$ cat src/rtl/rt_sel_pkg.sv
// package: register map, field positions, timing and carriers for rt select
package rt_sel_pkg;
    localparam int unsigned CLK_PERIOD_NS = 5;
    localparam int unsigned ADDR_SAMPLE_NS = 2000;
    localparam int unsigned CFG_SAMPLE_NS = 4000;
    // address taken at 2 us; cfg1 taken as its 4 us window opens
    localparam int unsigned ADDR_SAMPLE_CYC = ADDR_SAMPLE_NS / CLK_PERIOD_NS;
    localparam int unsigned CFG_SAMPLE_CYC =
        (CFG_SAMPLE_NS + CLK_PERIOD_NS - 1) / CLK_PERIOD_NS;

    // register indices; byte address is four times the index
    localparam logic [3:0] IDX_CFG1 = 4'h1;
    localparam logic [3:0] IDX_CFG3 = 4'h3;
    localparam logic [3:0] IDX_CFG4 = 4'h4;
    localparam logic [3:0] IDX_CFG5 = 4'h5;
    localparam logic [3:0] IDX_CFG6 = 4'h6;
    localparam logic [3:0] IDX_LAST_STATUS = 4'he;

    localparam logic [15:0] CFG1_RST = 16'h0000;
    localparam logic [15:0] CFG3_RST = 16'h0000;
    localparam logic [15:0] CFG4_RST = 16'h0000;
    localparam logic [15:0] CFG6_RST = 16'h0000;
    localparam logic BCST_DIS_RST = 1'b0;

    localparam int unsigned CFG3_EXT_BIT = 15;
    localparam int unsigned CFG3_ALT_BIT = 5;
    localparam int unsigned CFG4_LATCH_BIT = 3;
    localparam int unsigned CFG5_BCST_DIS_BIT = 7;
    localparam int unsigned CFG5_STROBE_BIT = 6;
    localparam int unsigned CFG6_ORIGIN_BIT = 5;
    localparam int unsigned CFG6_TFLAG_OPT_BIT = 0;
    localparam int unsigned CFG1_DBCA_N_BIT = 11;
    localparam int unsigned CFG1_BUSY_N_BIT = 10;
    localparam int unsigned CFG1_SREQ_N_BIT = 9;
    localparam int unsigned CFG1_SSF_N_BIT = 8;

    localparam logic [4:0] BCAST_ADDR = 5'h1f;

    typedef struct packed {
        logic [4:0] addr;
        logic tr;
        logic [4:0] sub;
        logic [4:0] cnt;
    } cmd_s;

    typedef struct packed {
        logic [4:0] addr;
        logic merr;
        logic instr;
        logic sreq;
        logic [2:0] rsv;
        logic bcst;
        logic busy;
        logic ssf;
        logic dbca;
        logic tflag;
    } status_s;

    typedef struct packed {
        logic merr;
        logic bcst;
        logic dbca;
        logic tflag;
    } auto_s;
endpackage : rt_sel_pkg

$ cat src/rtl/rt_address_and_status_select.sv
// terminal address selection, command acceptance and status word sourcing
`timescale 1ns/1ps
`default_nettype none
// Operation
// - answer own-address command only when address matches and parity is odd
// - accept address 31 always unless broadcast disable bit is set
// - sample the programmed address about 2 us after command mid-parity
// - strobe low makes address and parity follow the pins directly
// - strobe rising edge captures pins; held value ignores later pin changes
// - extended, pin origin, latch-on-write: cfg5 write captures pins
// - extended, data origin, latch-on-write: cfg5 write loads D5-D1 and D0
// - cfg5 bit 6 reads the present strobe level
// - cfg5 reads internal address on bits 5-1, parity on bit 0
// - standard mode automates error, broadcast, bus control; busy, sreq, ssf from inverted cfg1 bits 10, 9, 8; zeros instr and reserved
// - standard mode sets optional terminal flag on next own-address reply after self-test fail
// - alternate mode takes eleven status bits from cfg1 bits 11-1
// - alternate mode only when extended and alternate bits are both set
// - command illegalization works in both status modes
// - cfg1 is sampled 4 to 5 us after command mid-parity
// - read-only register 0xe holds status of last own-address reply
// - alternate error bit follows cfg1 bit 11, forced on illegal command
module rt_address_and_status_select #(
    parameter int unsigned ADDR_W = 8
) (
    input wire logic mclk,
    input wire logic resetn,
    input wire logic psel,
    input wire logic penable,
    input wire logic pwrite,
    input wire logic [ADDR_W-1:0] paddr,
    input wire logic [31:0] pwdata,
    output logic [31:0] prdata,
    output logic pready,
    output logic pslverr,
    input wire logic addressLatchStrobe,
    input wire logic [4:0] terminalAddressPins,
    input wire logic terminalAddressParityPin,
    input wire logic cmdValid,
    input wire rt_sel_pkg::cmd_s cmdWord,
    input wire logic cmdIllegal,
    input wire logic cmdDynBusCtrl,
    input wire logic dataWordError,
    input wire logic selfTestFail,
    output logic cmdAccept,
    output logic cmdBroadcast,
    output logic respValid,
    output rt_sel_pkg::status_s respStatus
);
    typedef enum logic [1:0] {IDLE, ADDR_WAIT, CFG_WAIT} seq_e;

    function automatic logic oddParity(input logic [5:0] v);
        oddParity = ^v;
    endfunction : oddParity

    function automatic logic mapped(input logic [3:0] idx);
        mapped = idx == rt_sel_pkg::IDX_CFG1 || idx == rt_sel_pkg::IDX_CFG3
            || idx == rt_sel_pkg::IDX_CFG4 || idx == rt_sel_pkg::IDX_CFG5
            || idx == rt_sel_pkg::IDX_CFG6
            || idx == rt_sel_pkg::IDX_LAST_STATUS;
    endfunction : mapped

    logic [15:0] cfg1_r;
    logic [15:0] cfg3_r;
    logic [15:0] cfg4_r;
    logic [15:0] cfg6_r;
    logic bcstDisable_r;
    logic [15:0] lastStatus_r;
    logic readyR;
    logic errR;
    logic [31:0] prdata_r;
    logic access;
    logic wrEn;
    logic [3:0] idx;
    logic idxOk;
    logic [15:0] cfg5View;
    logic extMode;
    logic altMode;
    logic swCapture;
    logic [4:0] intAddr;
    logic intParity;

    seq_e seq_r;
    logic [15:0] seqCnt_r;
    rt_sel_pkg::cmd_s cmd_r;
    logic illegal_r;
    logic dbcCmd_r;
    logic ours_r;
    logic isBcst_r;
    logic decide;
    logic matchOwn;
    logic matchBcst;
    logic build;
    logic merrPend_r;
    logic bcstSeen_r;
    logic tflagPend_r;
    logic cmdAccept_r;
    logic cmdBroadcast_r;
    logic respValid_r;
    rt_sel_pkg::status_s respStatus_r;
    rt_sel_pkg::status_s built;
    rt_sel_pkg::auto_s autoFlags;

    // apb: one wait state so read data leaves a flip-flop
    assign access = psel && penable;
    assign idx = paddr[5:2];
    assign idxOk = paddr[1:0] == 2'b00 && paddr[ADDR_W-1:6] == '0
        && mapped(idx);
    assign wrEn = access && readyR && pwrite && idxOk;
    assign pready = readyR;
    assign pslverr = readyR && errR;
    assign prdata = prdata_r;

    always_ff @(posedge mclk)
        if (!resetn)
            readyR <= 1'b0;
        else
            readyR <= access && !readyR;

    always_ff @(posedge mclk)
        if (!resetn)
            errR <= 1'b0;
        else if (access && !readyR)
            errR <= !idxOk || (pwrite && idx == rt_sel_pkg::IDX_LAST_STATUS);

    assign cfg5View = {8'h00, bcstDisable_r, addressLatchStrobe,
                       intAddr, intParity};

    always_ff @(posedge mclk)
        if (!resetn)
            prdata_r <= 32'h00000000;
        else if (access && !readyR && !pwrite)
        begin
            unique case (idx)
                rt_sel_pkg::IDX_CFG1: prdata_r <= {16'h0000, cfg1_r};
                rt_sel_pkg::IDX_CFG3: prdata_r <= {16'h0000, cfg3_r};
                rt_sel_pkg::IDX_CFG4: prdata_r <= {16'h0000, cfg4_r};
                rt_sel_pkg::IDX_CFG5: prdata_r <= {16'h0000, cfg5View};
                rt_sel_pkg::IDX_CFG6: prdata_r <= {16'h0000, cfg6_r};
                rt_sel_pkg::IDX_LAST_STATUS:
                    prdata_r <= {16'h0000, lastStatus_r};
                default: prdata_r <= 32'h00000000;
            endcase
        end

    always_ff @(posedge mclk)
        if (!resetn)
        begin
            cfg1_r <= rt_sel_pkg::CFG1_RST;
            cfg3_r <= rt_sel_pkg::CFG3_RST;
            cfg4_r <= rt_sel_pkg::CFG4_RST;
            cfg6_r <= rt_sel_pkg::CFG6_RST;
        end
        else if (wrEn)
        begin
            if (idx == rt_sel_pkg::IDX_CFG1)
                cfg1_r <= pwdata[15:0];
            if (idx == rt_sel_pkg::IDX_CFG3)
                cfg3_r <= pwdata[15:0];
            if (idx == rt_sel_pkg::IDX_CFG4)
                cfg4_r <= pwdata[15:0];
            if (idx == rt_sel_pkg::IDX_CFG6)
                cfg6_r <= pwdata[15:0];
        end

    // broadcast disable is the only stored bit of cfg5
    always_ff @(posedge mclk)
        if (!resetn)
            bcstDisable_r <= rt_sel_pkg::BCST_DIS_RST;
        else if (wrEn && idx == rt_sel_pkg::IDX_CFG5)
            bcstDisable_r <= pwdata[rt_sel_pkg::CFG5_BCST_DIS_BIT];

    assign extMode = cfg3_r[rt_sel_pkg::CFG3_EXT_BIT];
    assign altMode = extMode && cfg3_r[rt_sel_pkg::CFG3_ALT_BIT];
    // software should drop latch-on-write afterwards, else every cfg5
    // write moves the address again
    assign swCapture = wrEn && idx == rt_sel_pkg::IDX_CFG5
        && addressLatchStrobe && extMode
        && cfg4_r[rt_sel_pkg::CFG4_LATCH_BIT];

    rt_addr_latch u_addr (
        .mclk(mclk),
        .resetn(resetn),
        .addressLatchStrobe(addressLatchStrobe),
        .terminalAddressPins(terminalAddressPins),
        .terminalAddressParityPin(terminalAddressParityPin),
        .swCapture(swCapture),
        .addressOriginSelect(cfg6_r[rt_sel_pkg::CFG6_ORIGIN_BIT]),
        .swData(pwdata[5:0]),
        .intAddr(intAddr),
        .intParity(intParity)
    );

    // command timing; a fresh command restarts the sequence
    assign decide = seq_r == ADDR_WAIT
        && seqCnt_r == 16'(rt_sel_pkg::ADDR_SAMPLE_CYC - 1);
    assign build = seq_r == CFG_WAIT
        && seqCnt_r == 16'(rt_sel_pkg::CFG_SAMPLE_CYC - 1);
    assign matchOwn = cmd_r.addr == intAddr
        && oddParity({intAddr, intParity});
    assign matchBcst = cmd_r.addr == rt_sel_pkg::BCAST_ADDR
        && !bcstDisable_r;

    always_ff @(posedge mclk)
        if (!resetn)
            seq_r <= IDLE;
        else if (cmdValid)
            seq_r <= ADDR_WAIT;
        else
        begin
            unique case (seq_r)
                IDLE: seq_r <= IDLE;
                ADDR_WAIT:
                    if (decide)
                        seq_r <= (matchOwn || matchBcst) ? CFG_WAIT : IDLE;
                CFG_WAIT:
                    if (build)
                        seq_r <= IDLE;
            endcase
        end

    always_ff @(posedge mclk)
        if (!resetn)
            seqCnt_r <= 16'h0000;
        else if (cmdValid || seq_r == IDLE)
            seqCnt_r <= 16'h0000;
        else
            seqCnt_r <= seqCnt_r + 16'h0001;

    always_ff @(posedge mclk)
        if (!resetn)
        begin
            cmd_r <= '0;
            illegal_r <= 1'b0;
            dbcCmd_r <= 1'b0;
        end
        else if (cmdValid)
        begin
            cmd_r <= cmdWord;
            illegal_r <= cmdIllegal;
            dbcCmd_r <= cmdDynBusCtrl;
        end

    // broadcast wins over own match when the address is 31 and not disabled
    always_ff @(posedge mclk)
        if (!resetn)
        begin
            ours_r <= 1'b0;
            isBcst_r <= 1'b0;
        end
        else if (decide)
        begin
            ours_r <= matchOwn && !matchBcst;
            isBcst_r <= matchBcst;
        end

    always_ff @(posedge mclk)
        if (!resetn)
        begin
            cmdAccept_r <= 1'b0;
            cmdBroadcast_r <= 1'b0;
        end
        else
        begin
            cmdAccept_r <= decide && (matchOwn || matchBcst);
            cmdBroadcast_r <= decide && matchBcst;
        end

    assign cmdAccept = cmdAccept_r;
    assign cmdBroadcast = cmdBroadcast_r;

    // sticky auto flags: a new event wins over the clear by a reply
    always_ff @(posedge mclk)
        if (!resetn)
            merrPend_r <= 1'b0;
        else if (dataWordError)
            merrPend_r <= 1'b1;
        else if (build && ours_r)
            merrPend_r <= 1'b0;

    always_ff @(posedge mclk)
        if (!resetn)
            bcstSeen_r <= 1'b0;
        else if (build && isBcst_r)
            bcstSeen_r <= 1'b1;
        else if (build && ours_r)
            bcstSeen_r <= 1'b0;

    always_ff @(posedge mclk)
        if (!resetn)
            tflagPend_r <= 1'b0;
        else if (selfTestFail && cfg6_r[rt_sel_pkg::CFG6_TFLAG_OPT_BIT])
            tflagPend_r <= 1'b1;
        else if (build && ours_r)
            tflagPend_r <= 1'b0;

    assign autoFlags.merr = merrPend_r;
    assign autoFlags.bcst = bcstSeen_r;
    assign autoFlags.dbca = dbcCmd_r && !cfg1_r[rt_sel_pkg::CFG1_DBCA_N_BIT];
    assign autoFlags.tflag = tflagPend_r;

    rt_status_build u_status (
        .mclk(mclk),
        .resetn(resetn),
        .altMode(altMode),
        .cfg1(cfg1_r),
        .cmdIllegal(illegal_r),
        .autoFlags(autoFlags),
        .addr(intAddr),
        .status(built)
    );

    // cfg1 is taken only at the build instant
    always_ff @(posedge mclk)
        if (!resetn)
        begin
            respValid_r <= 1'b0;
            respStatus_r <= '0;
        end
        else
        begin
            respValid_r <= build && ours_r;
            if (build && ours_r)
                respStatus_r <= built;
        end

    assign respValid = respValid_r;
    assign respStatus = respStatus_r;

    always_ff @(posedge mclk)
        if (!resetn)
            lastStatus_r <= 16'h0000;
        else if (build && ours_r)
            lastStatus_r <= built;

    own_match_a: assert property (@(posedge mclk) disable iff (!resetn)
        decide && !matchBcst && cmd_r.addr == intAddr
            && !oddParity({intAddr, intParity}) |=> !cmdAccept)
        else $error("accepted command with even address parity");
    bcast_take_a: assert property (@(posedge mclk) disable iff (!resetn)
        decide && cmd_r.addr == rt_sel_pkg::BCAST_ADDR
            |=> cmdBroadcast == !$past(bcstDisable_r))
        else $error("broadcast acceptance wrong");
    addr_time_a: assert property (@(posedge mclk) disable iff (!resetn)
        cmdAccept |-> $past(seqCnt_r) ==
            16'(rt_sel_pkg::ADDR_SAMPLE_CYC - 1))
        else $error("address sampled at wrong time");
    strobe_read_a: assert property (@(posedge mclk) disable iff (!resetn)
        access && !readyR && !pwrite && idx == rt_sel_pkg::IDX_CFG5
            && idxOk |=> prdata[6] == $past(addressLatchStrobe)
            && prdata[5:0] == $past({intAddr, intParity}))
        else $error("cfg5 readback wrong");
    mode_sel_a: assert property (@(posedge mclk) disable iff (!resetn)
        altMode == (cfg3_r[15] && cfg3_r[5]))
        else $error("status mode select wrong");
    last_status_a: assert property (@(posedge mclk) disable iff (!resetn)
        respValid |-> lastStatus_r == respStatus)
        else $error("last status register not updated");
    reset_ctrl_a: assert property (@(posedge mclk)
        !resetn |=> cfg3_r == 16'h0000 && cfg4_r == 16'h0000
            && cfg6_r == 16'h0000)
        else $error("controls not cleared by reset");
    cfg_time_a: assert property (@(posedge mclk) disable iff (!resetn)
        respValid |-> $past(seqCnt_r) ==
            16'(rt_sel_pkg::CFG_SAMPLE_CYC - 1))
        else $error("cfg1 sampled at wrong time");
endmodule : rt_address_and_status_select
`default_nettype wire

$ cat src/rtl/rt_addr_latch.sv
// terminal address source: transparent, strobe latched or software captured
`timescale 1ns/1ps
`default_nettype none
module rt_addr_latch (
    input wire logic mclk,
    input wire logic resetn,
    input wire logic addressLatchStrobe,
    input wire logic [4:0] terminalAddressPins,
    input wire logic terminalAddressParityPin,
    input wire logic swCapture,
    input wire logic addressOriginSelect,
    input wire logic [5:0] swData,
    output logic [4:0] intAddr,
    output logic intParity
);
    logic strobePrev_r;
    logic [5:0] held_r;

    always_ff @(posedge mclk)
        if (!resetn)
            strobePrev_r <= 1'b0;
        else
            strobePrev_r <= addressLatchStrobe;

    always_ff @(posedge mclk)
        if (!resetn)
            held_r <= 6'h00;
        else if (addressLatchStrobe && !strobePrev_r)
            held_r <= {terminalAddressPins, terminalAddressParityPin};
        else if (swCapture && !addressOriginSelect)
            held_r <= {terminalAddressPins, terminalAddressParityPin};
        else if (swCapture)
            held_r <= swData;

    // strobe tied low means pins flow straight through
    assign intAddr = addressLatchStrobe ? held_r[5:1] : terminalAddressPins;
    assign intParity = addressLatchStrobe ? held_r[0]
                                          : terminalAddressParityPin;

    transparent_a: assert property (@(posedge mclk) disable iff (!resetn)
        !addressLatchStrobe |-> intAddr == terminalAddressPins
            && intParity == terminalAddressParityPin)
        else $error("address not transparent with strobe low");
    latch_hold_a: assert property (@(posedge mclk) disable iff (!resetn)
        addressLatchStrobe && $past(addressLatchStrobe)
            && $past(strobePrev_r) && !$past(swCapture)
            |-> $stable({intAddr, intParity}))
        else $error("latched address moved without capture");
    pin_capture_a: assert property (@(posedge mclk) disable iff (!resetn)
        swCapture && !addressOriginSelect && addressLatchStrobe
            ##1 addressLatchStrobe |-> {intAddr, intParity} ==
            $past({terminalAddressPins, terminalAddressParityPin}))
        else $error("software pin capture lost");
    data_capture_a: assert property (@(posedge mclk) disable iff (!resetn)
        swCapture && addressOriginSelect && $past(addressLatchStrobe)
            && addressLatchStrobe ##1 addressLatchStrobe
            |-> {intAddr, intParity} == $past(swData))
        else $error("software data capture lost");
endmodule : rt_addr_latch
`default_nettype wire

$ cat src/rtl/rt_status_build.sv
// status word assembly in standard or host-programmed mode
`timescale 1ns/1ps
`default_nettype none
module rt_status_build (
    input wire logic mclk,
    input wire logic resetn,
    input wire logic altMode,
    input wire logic [15:0] cfg1,
    input wire logic cmdIllegal,
    input wire rt_sel_pkg::auto_s autoFlags,
    input wire logic [4:0] addr,
    output rt_sel_pkg::status_s status
);
    always_comb
    begin
        status = '0;
        status.addr = addr;
        if (altMode)
        begin
            // all eleven bits from cfg1[11:1]; merr is then also set by cmdIllegal
            {status.merr, status.instr, status.sreq, status.rsv, status.bcst,
             status.busy, status.ssf, status.dbca, status.tflag} =
                cfg1[11:1];
            status.merr = cfg1[11] | cmdIllegal;
        end
        else
        begin
            status.merr = autoFlags.merr | cmdIllegal;
            status.bcst = autoFlags.bcst;
            status.dbca = autoFlags.dbca;
            status.busy = !cfg1[rt_sel_pkg::CFG1_BUSY_N_BIT];
            status.sreq = !cfg1[rt_sel_pkg::CFG1_SREQ_N_BIT];
            status.ssf = !cfg1[rt_sel_pkg::CFG1_SSF_N_BIT];
            status.tflag = autoFlags.tflag;
        end
    end

    std_zero_a: assert property (@(posedge mclk) disable iff (!resetn)
        !altMode |-> !status.instr && status.rsv == 3'h0
            && status.merr == (autoFlags.merr | cmdIllegal))
        else $error("standard status carries host-only bits");
    alt_map_a: assert property (@(posedge mclk) disable iff (!resetn)
        altMode |-> status.busy == cfg1[4]
            && status.merr == (cfg1[11] | cmdIllegal))
        else $error("alternate status not taken from cfg1");
endmodule : rt_status_build
`default_nettype wire

$ cat config.mk
export PLATFORM = sky130hd
export DESIGN_NAME = rt_address_and_status_select
export DESIGN_NICKNAME = d
export VERILOG_FILES = /design/src/rtl/rt_sel_pkg.sv /design/src/rtl/rt_address_and_status_select.sv /design/src/rtl/rt_addr_latch.sv /design/src/rtl/rt_status_build.sv
export SDC_FILE = /design/constraint.sdc
export NUM_CORES = 1
export LEC_CHECK = 0
export BUFFER_PORTS_ARGS = -buffer_cell sky130_fd_sc_hd__buf_4
export CORE_MARGIN = 3
export CORE_UTILIZATION = 50
export CTS_CLUSTER_SIZE = 25
export DETAILED_ROUTE_END_ITERATION = 10
export PLACE_DENSITY = 0.76
export SYNTH_ARGS = -nofsm -noshare
export SYNTH_HDL_FRONTEND = slang
export SYNTH_SLANG_ARGS = --single-unit
$ cat constraint.sdc
create_clock -name mclk -period 2.2 [get_ports mclk]
set_input_delay 0.33 -clock mclk [delete_from_list [all_inputs] [get_ports mclk]]
set_output_delay 0.33 -clock mclk [all_outputs]
set_load 0.005 [all_outputs]
==> flow_summary_export.csv <==
group,metric,value,unit
outcome,status,"finished, final reports clean",
place,dpl_worst_slack,-0.139,ns
yosys,syn_area_per_cell,9.25,µm²
critical_path,crit_top_cell,"and3_1",
grt,gr-usage-all-layers,23.7,%
sta,slew_viol_final,0,
pwr,combPwrFrac,7.2,%
critical_path,timing.rr.end,"ours_r",
yosys,synth_top_area_share,44.1,%
die,die_area,14000,µm²
yosys,yosys_warnings,0,
grt,grt_pass1_wl,26.3,mm
worst_hold_path,min_from,"dataWordError",
route,totalWireLength,16.4,mm
sta,relSlewSlack,27.5,%
place,place_inst,921,
yosys,synth_top_area_cell,"dfxtp_1",
pwr,peakVddDrop,415,µV
clock_network,cts_htree_levels,4,
clock_network,clk-insertion-delay-late,0.43,ns
clock_network,clkTransAtPathRegs,0.06,ns
place,portBuffers,82,
pwr,swShare,21.5,%
flow_run,cap_violations,0,
pwr,leakage,3.04,nW
yosys,synthFlopType,"dfxtp_1",
pwr,p_int,4.72,mW
critical_path,critPathKind,"reg -> reg",
finish,synthToLayoutAreaGrowth,23.6,%
finish,final_area,7800,µm²
route,dr.pass1.iters,5,
sta,holdWs,0.127,ns
die,die_width,118,µm
clock_network,cts_buffers,17,
finish,fin_nets,846,
route,drtIter0Drc,359,
yosys,synth_edf_count,0,
worst_hold_path,hold_depth,3,
place,place_congestion,0.943,
critical_path,crit_slowest_cell,"nor3_2",
worst_hold_path,hold_path.class,"in -> reg",
grt,grt_max_degree,60,
finish,drive_gt1_share,20.2,%
grt,grt-ovfl-total,0,
critical_path,slowest_delay,0.39,ns
critical_path,crit_path_cell_trace,"ha_1 > and3_1 > nand4_1 > nor3_2 > and3_1 > a41o_1",
critical_path,crit_buf_inv,0,
die,rows,40,
finish,final_common_cell,"dfxtp_1",
finish,diodes,0,
sta,hold_viol,0,
place,place_area,7180,µm²
critical_path,crit_required,2.56,ns
sta,rsz0062_at_grt,"false",
clock_network,cts_root_buffer,"clkbuf_16",
critical_path,start_kind,"flip-flop",
sta,fin_ws,0.272,ns
yosys,synth.distinct_cells,56,
clock_network,cts_tree,"done",
grt,grt_pass1_vias,5102,
critical_path,critPathArrivalTime,2.29,ns
yosys,synth_area_leaders,"dfxtp_1, mux2i_1, nor2_1",
route,final_antenna_net_count,0,
place,place_hpwl,11.8,mm
pwr,power.density,770,nW/µm²
sta,finalCriticalPeriod,1.93,ns
finish,mostFrequentLayoutCells,"dfxtp_1, nor2_1, buf_4",
route,wl_per_cell,17.2,µm
route,viasPerCell,5.61,
pwr,seqPwrFrac,43.0,%
sta,fmaxAchievable,519,MHz
critical_path,crit_path_max_fanout,5,
sta,tightest_slew,1.08,ns
die,coreArea,12200,µm²
critical_path,reg2reg_depth,6,
die,ioPinCount,126,
die,die_h,118,µm
clock_network,clock-sinks,139,
route,vias,5339,
yosys,synth_area,6310,µm²
clock_network,cts_buffer_depth,2,
critical_path,reg2reg_slack,0.27,ns
grt,antenna_found_initial,0,
pwr,switchingPower,1.29,mW
critical_path,critPathLaunch,"seqCnt_r[0]",
pwr,clkPwrFrac,49.9,%
sta,setup_violations,0,
finish,layout.cells.non_filler,952,
critical_path,cp-end-kind,"flip-flop",
critical_path,crit_family,"simple AND/OR/NAND/NOR gates",
yosys,ys_ff_latch,139,
yosys,yosysSeqAreaShare,44.1,%
route,drc,0,
yosys,synthCells,682,
worst_hold_path,holdPathEnd,"merrPend_r",
yosys,synthArstFlopShare,0,%
die,start_util,51.9,%
critical_path,r2r-start,"seqCnt_r[0]",
sta,fin_skew,0.00784,ns
sta,post-route-period-util,87.6,%
[Yosys cell counts, drive strengths merged, types with 3 or more instances]
cell type	instances
o21ai	20
o311a	6
a211oi	18
nand2	27
o22ai	15
a311oi	5
and3	3
buf	28
a21oi	27
mux2i	113
nor3	11
a22oi	7
nand3	13
dfxtp	139
inv	8
and2	7
nor3b	3
nor2	128
nand4	7
clkbuf	34
xor2	11
and4	4
nor4	3
nor2b	6
xnor2	11
mux2	3
or3	4
[state kept, by name (all words and copies together), names as in the netlist, 2 cells and up]
register and flops:
cfg1_r 16, cfg3_r 16, cfg4_r 16, cfg6_r 16
cmd_r 5, lastStatus_r 9, prdata 16, respStatus 7
seqCnt_r 16, seq_r 2, u_addr.held_r 6
[kinds of logic (layout without fill, tap and decap cells)]
kind of cell / count (synthesis) / count (layout) / share of synthesized area (%)
AND/OR/NAND/NOR: 224 / 224 / 16.6
AO/OA/AOI/OAI: 108 / 108 / 11.2
adder cells (fa/ha/maj): 1 / 1 / 0.198
buffers and inverters: 70 / 157 / 5.91
other: 1 / 16 / 0.0594
XOR/XNOR: 23 / 23 / 3.41
flip-flops: 139 / 139 / 44.1
multiplexers: 116 / 116 / 18.5
[cell type report]
type,instances,area [µm²]
Timing Repair Buffer,118,936
Multi-Input combinational cell,488,3230
Inverter,8,30.0
Clock buffer,23,478
Sequential cell,139,2780
Clock inverter,8,140
Tap cell,168,210
Fill cell,966,4360
[how the worst max path moves through the flow]
stage	endpoint	slack, ns	depth (start not counted)
floorplan	cfg1_r[10]	-0.03	7
global placement	cfg1_r[11]	-0.08	8
detailed placement	cfg4_r[9]	-0.14	8
CTS	ours_r	0.18	6
global route	lastStatus_r[10]	0.11	6
finish	ours_r	0.27	6
[tightest hold or removal path, stage by stage]
cell     delay (ns)
buf_4          0.09
a21oi_1        0.03
nor2_1         0.07
[layer usage]
| metal | up-vias | track usage [%] | part of all wire, % |
|---|---|---|---|
| met2 | 212 | 37.9 | 47 |
| met1 | 2527 | 29.7 | 42 |
| met3 | 43 | 7.18 | 7.7 |
| li1 | 2557 | - | - |
| met5 | - | 0 | 0 |
| met4 | 0 | 10.1 | 3.0 |
[per-stage QoR]
step	total power, mW	setup TNS [ns]	utilization [%]
global route	6.18	0	64.2
finish	6.01	0	64.2
CTS	6.03	0	64.1
detailed placement	3.05	-4.47	59.0
floorplan	2.87	-0.306	-
global placement	3.04	-2.69	59.0
[power by group through the flow]
stage	Combinational [mW]	Sequential (mW)	Clock, mW
floorplan	0.243	2.63	0
global placement	0.411	2.63	0
detailed placement	0.420	2.63	0
CTS	0.423	2.58	3.02
global route	0.462	2.58	3.13
finish	0.431	2.58	3.00
[what timing repair did]
item                                    CTS  global route
resized for setup                         0             1
endpoints found under the setup margin    0             1
buffers inserted                          0             0
hold buffers                              0             0
No activity file was read; power rests on OpenSTA's default activity.
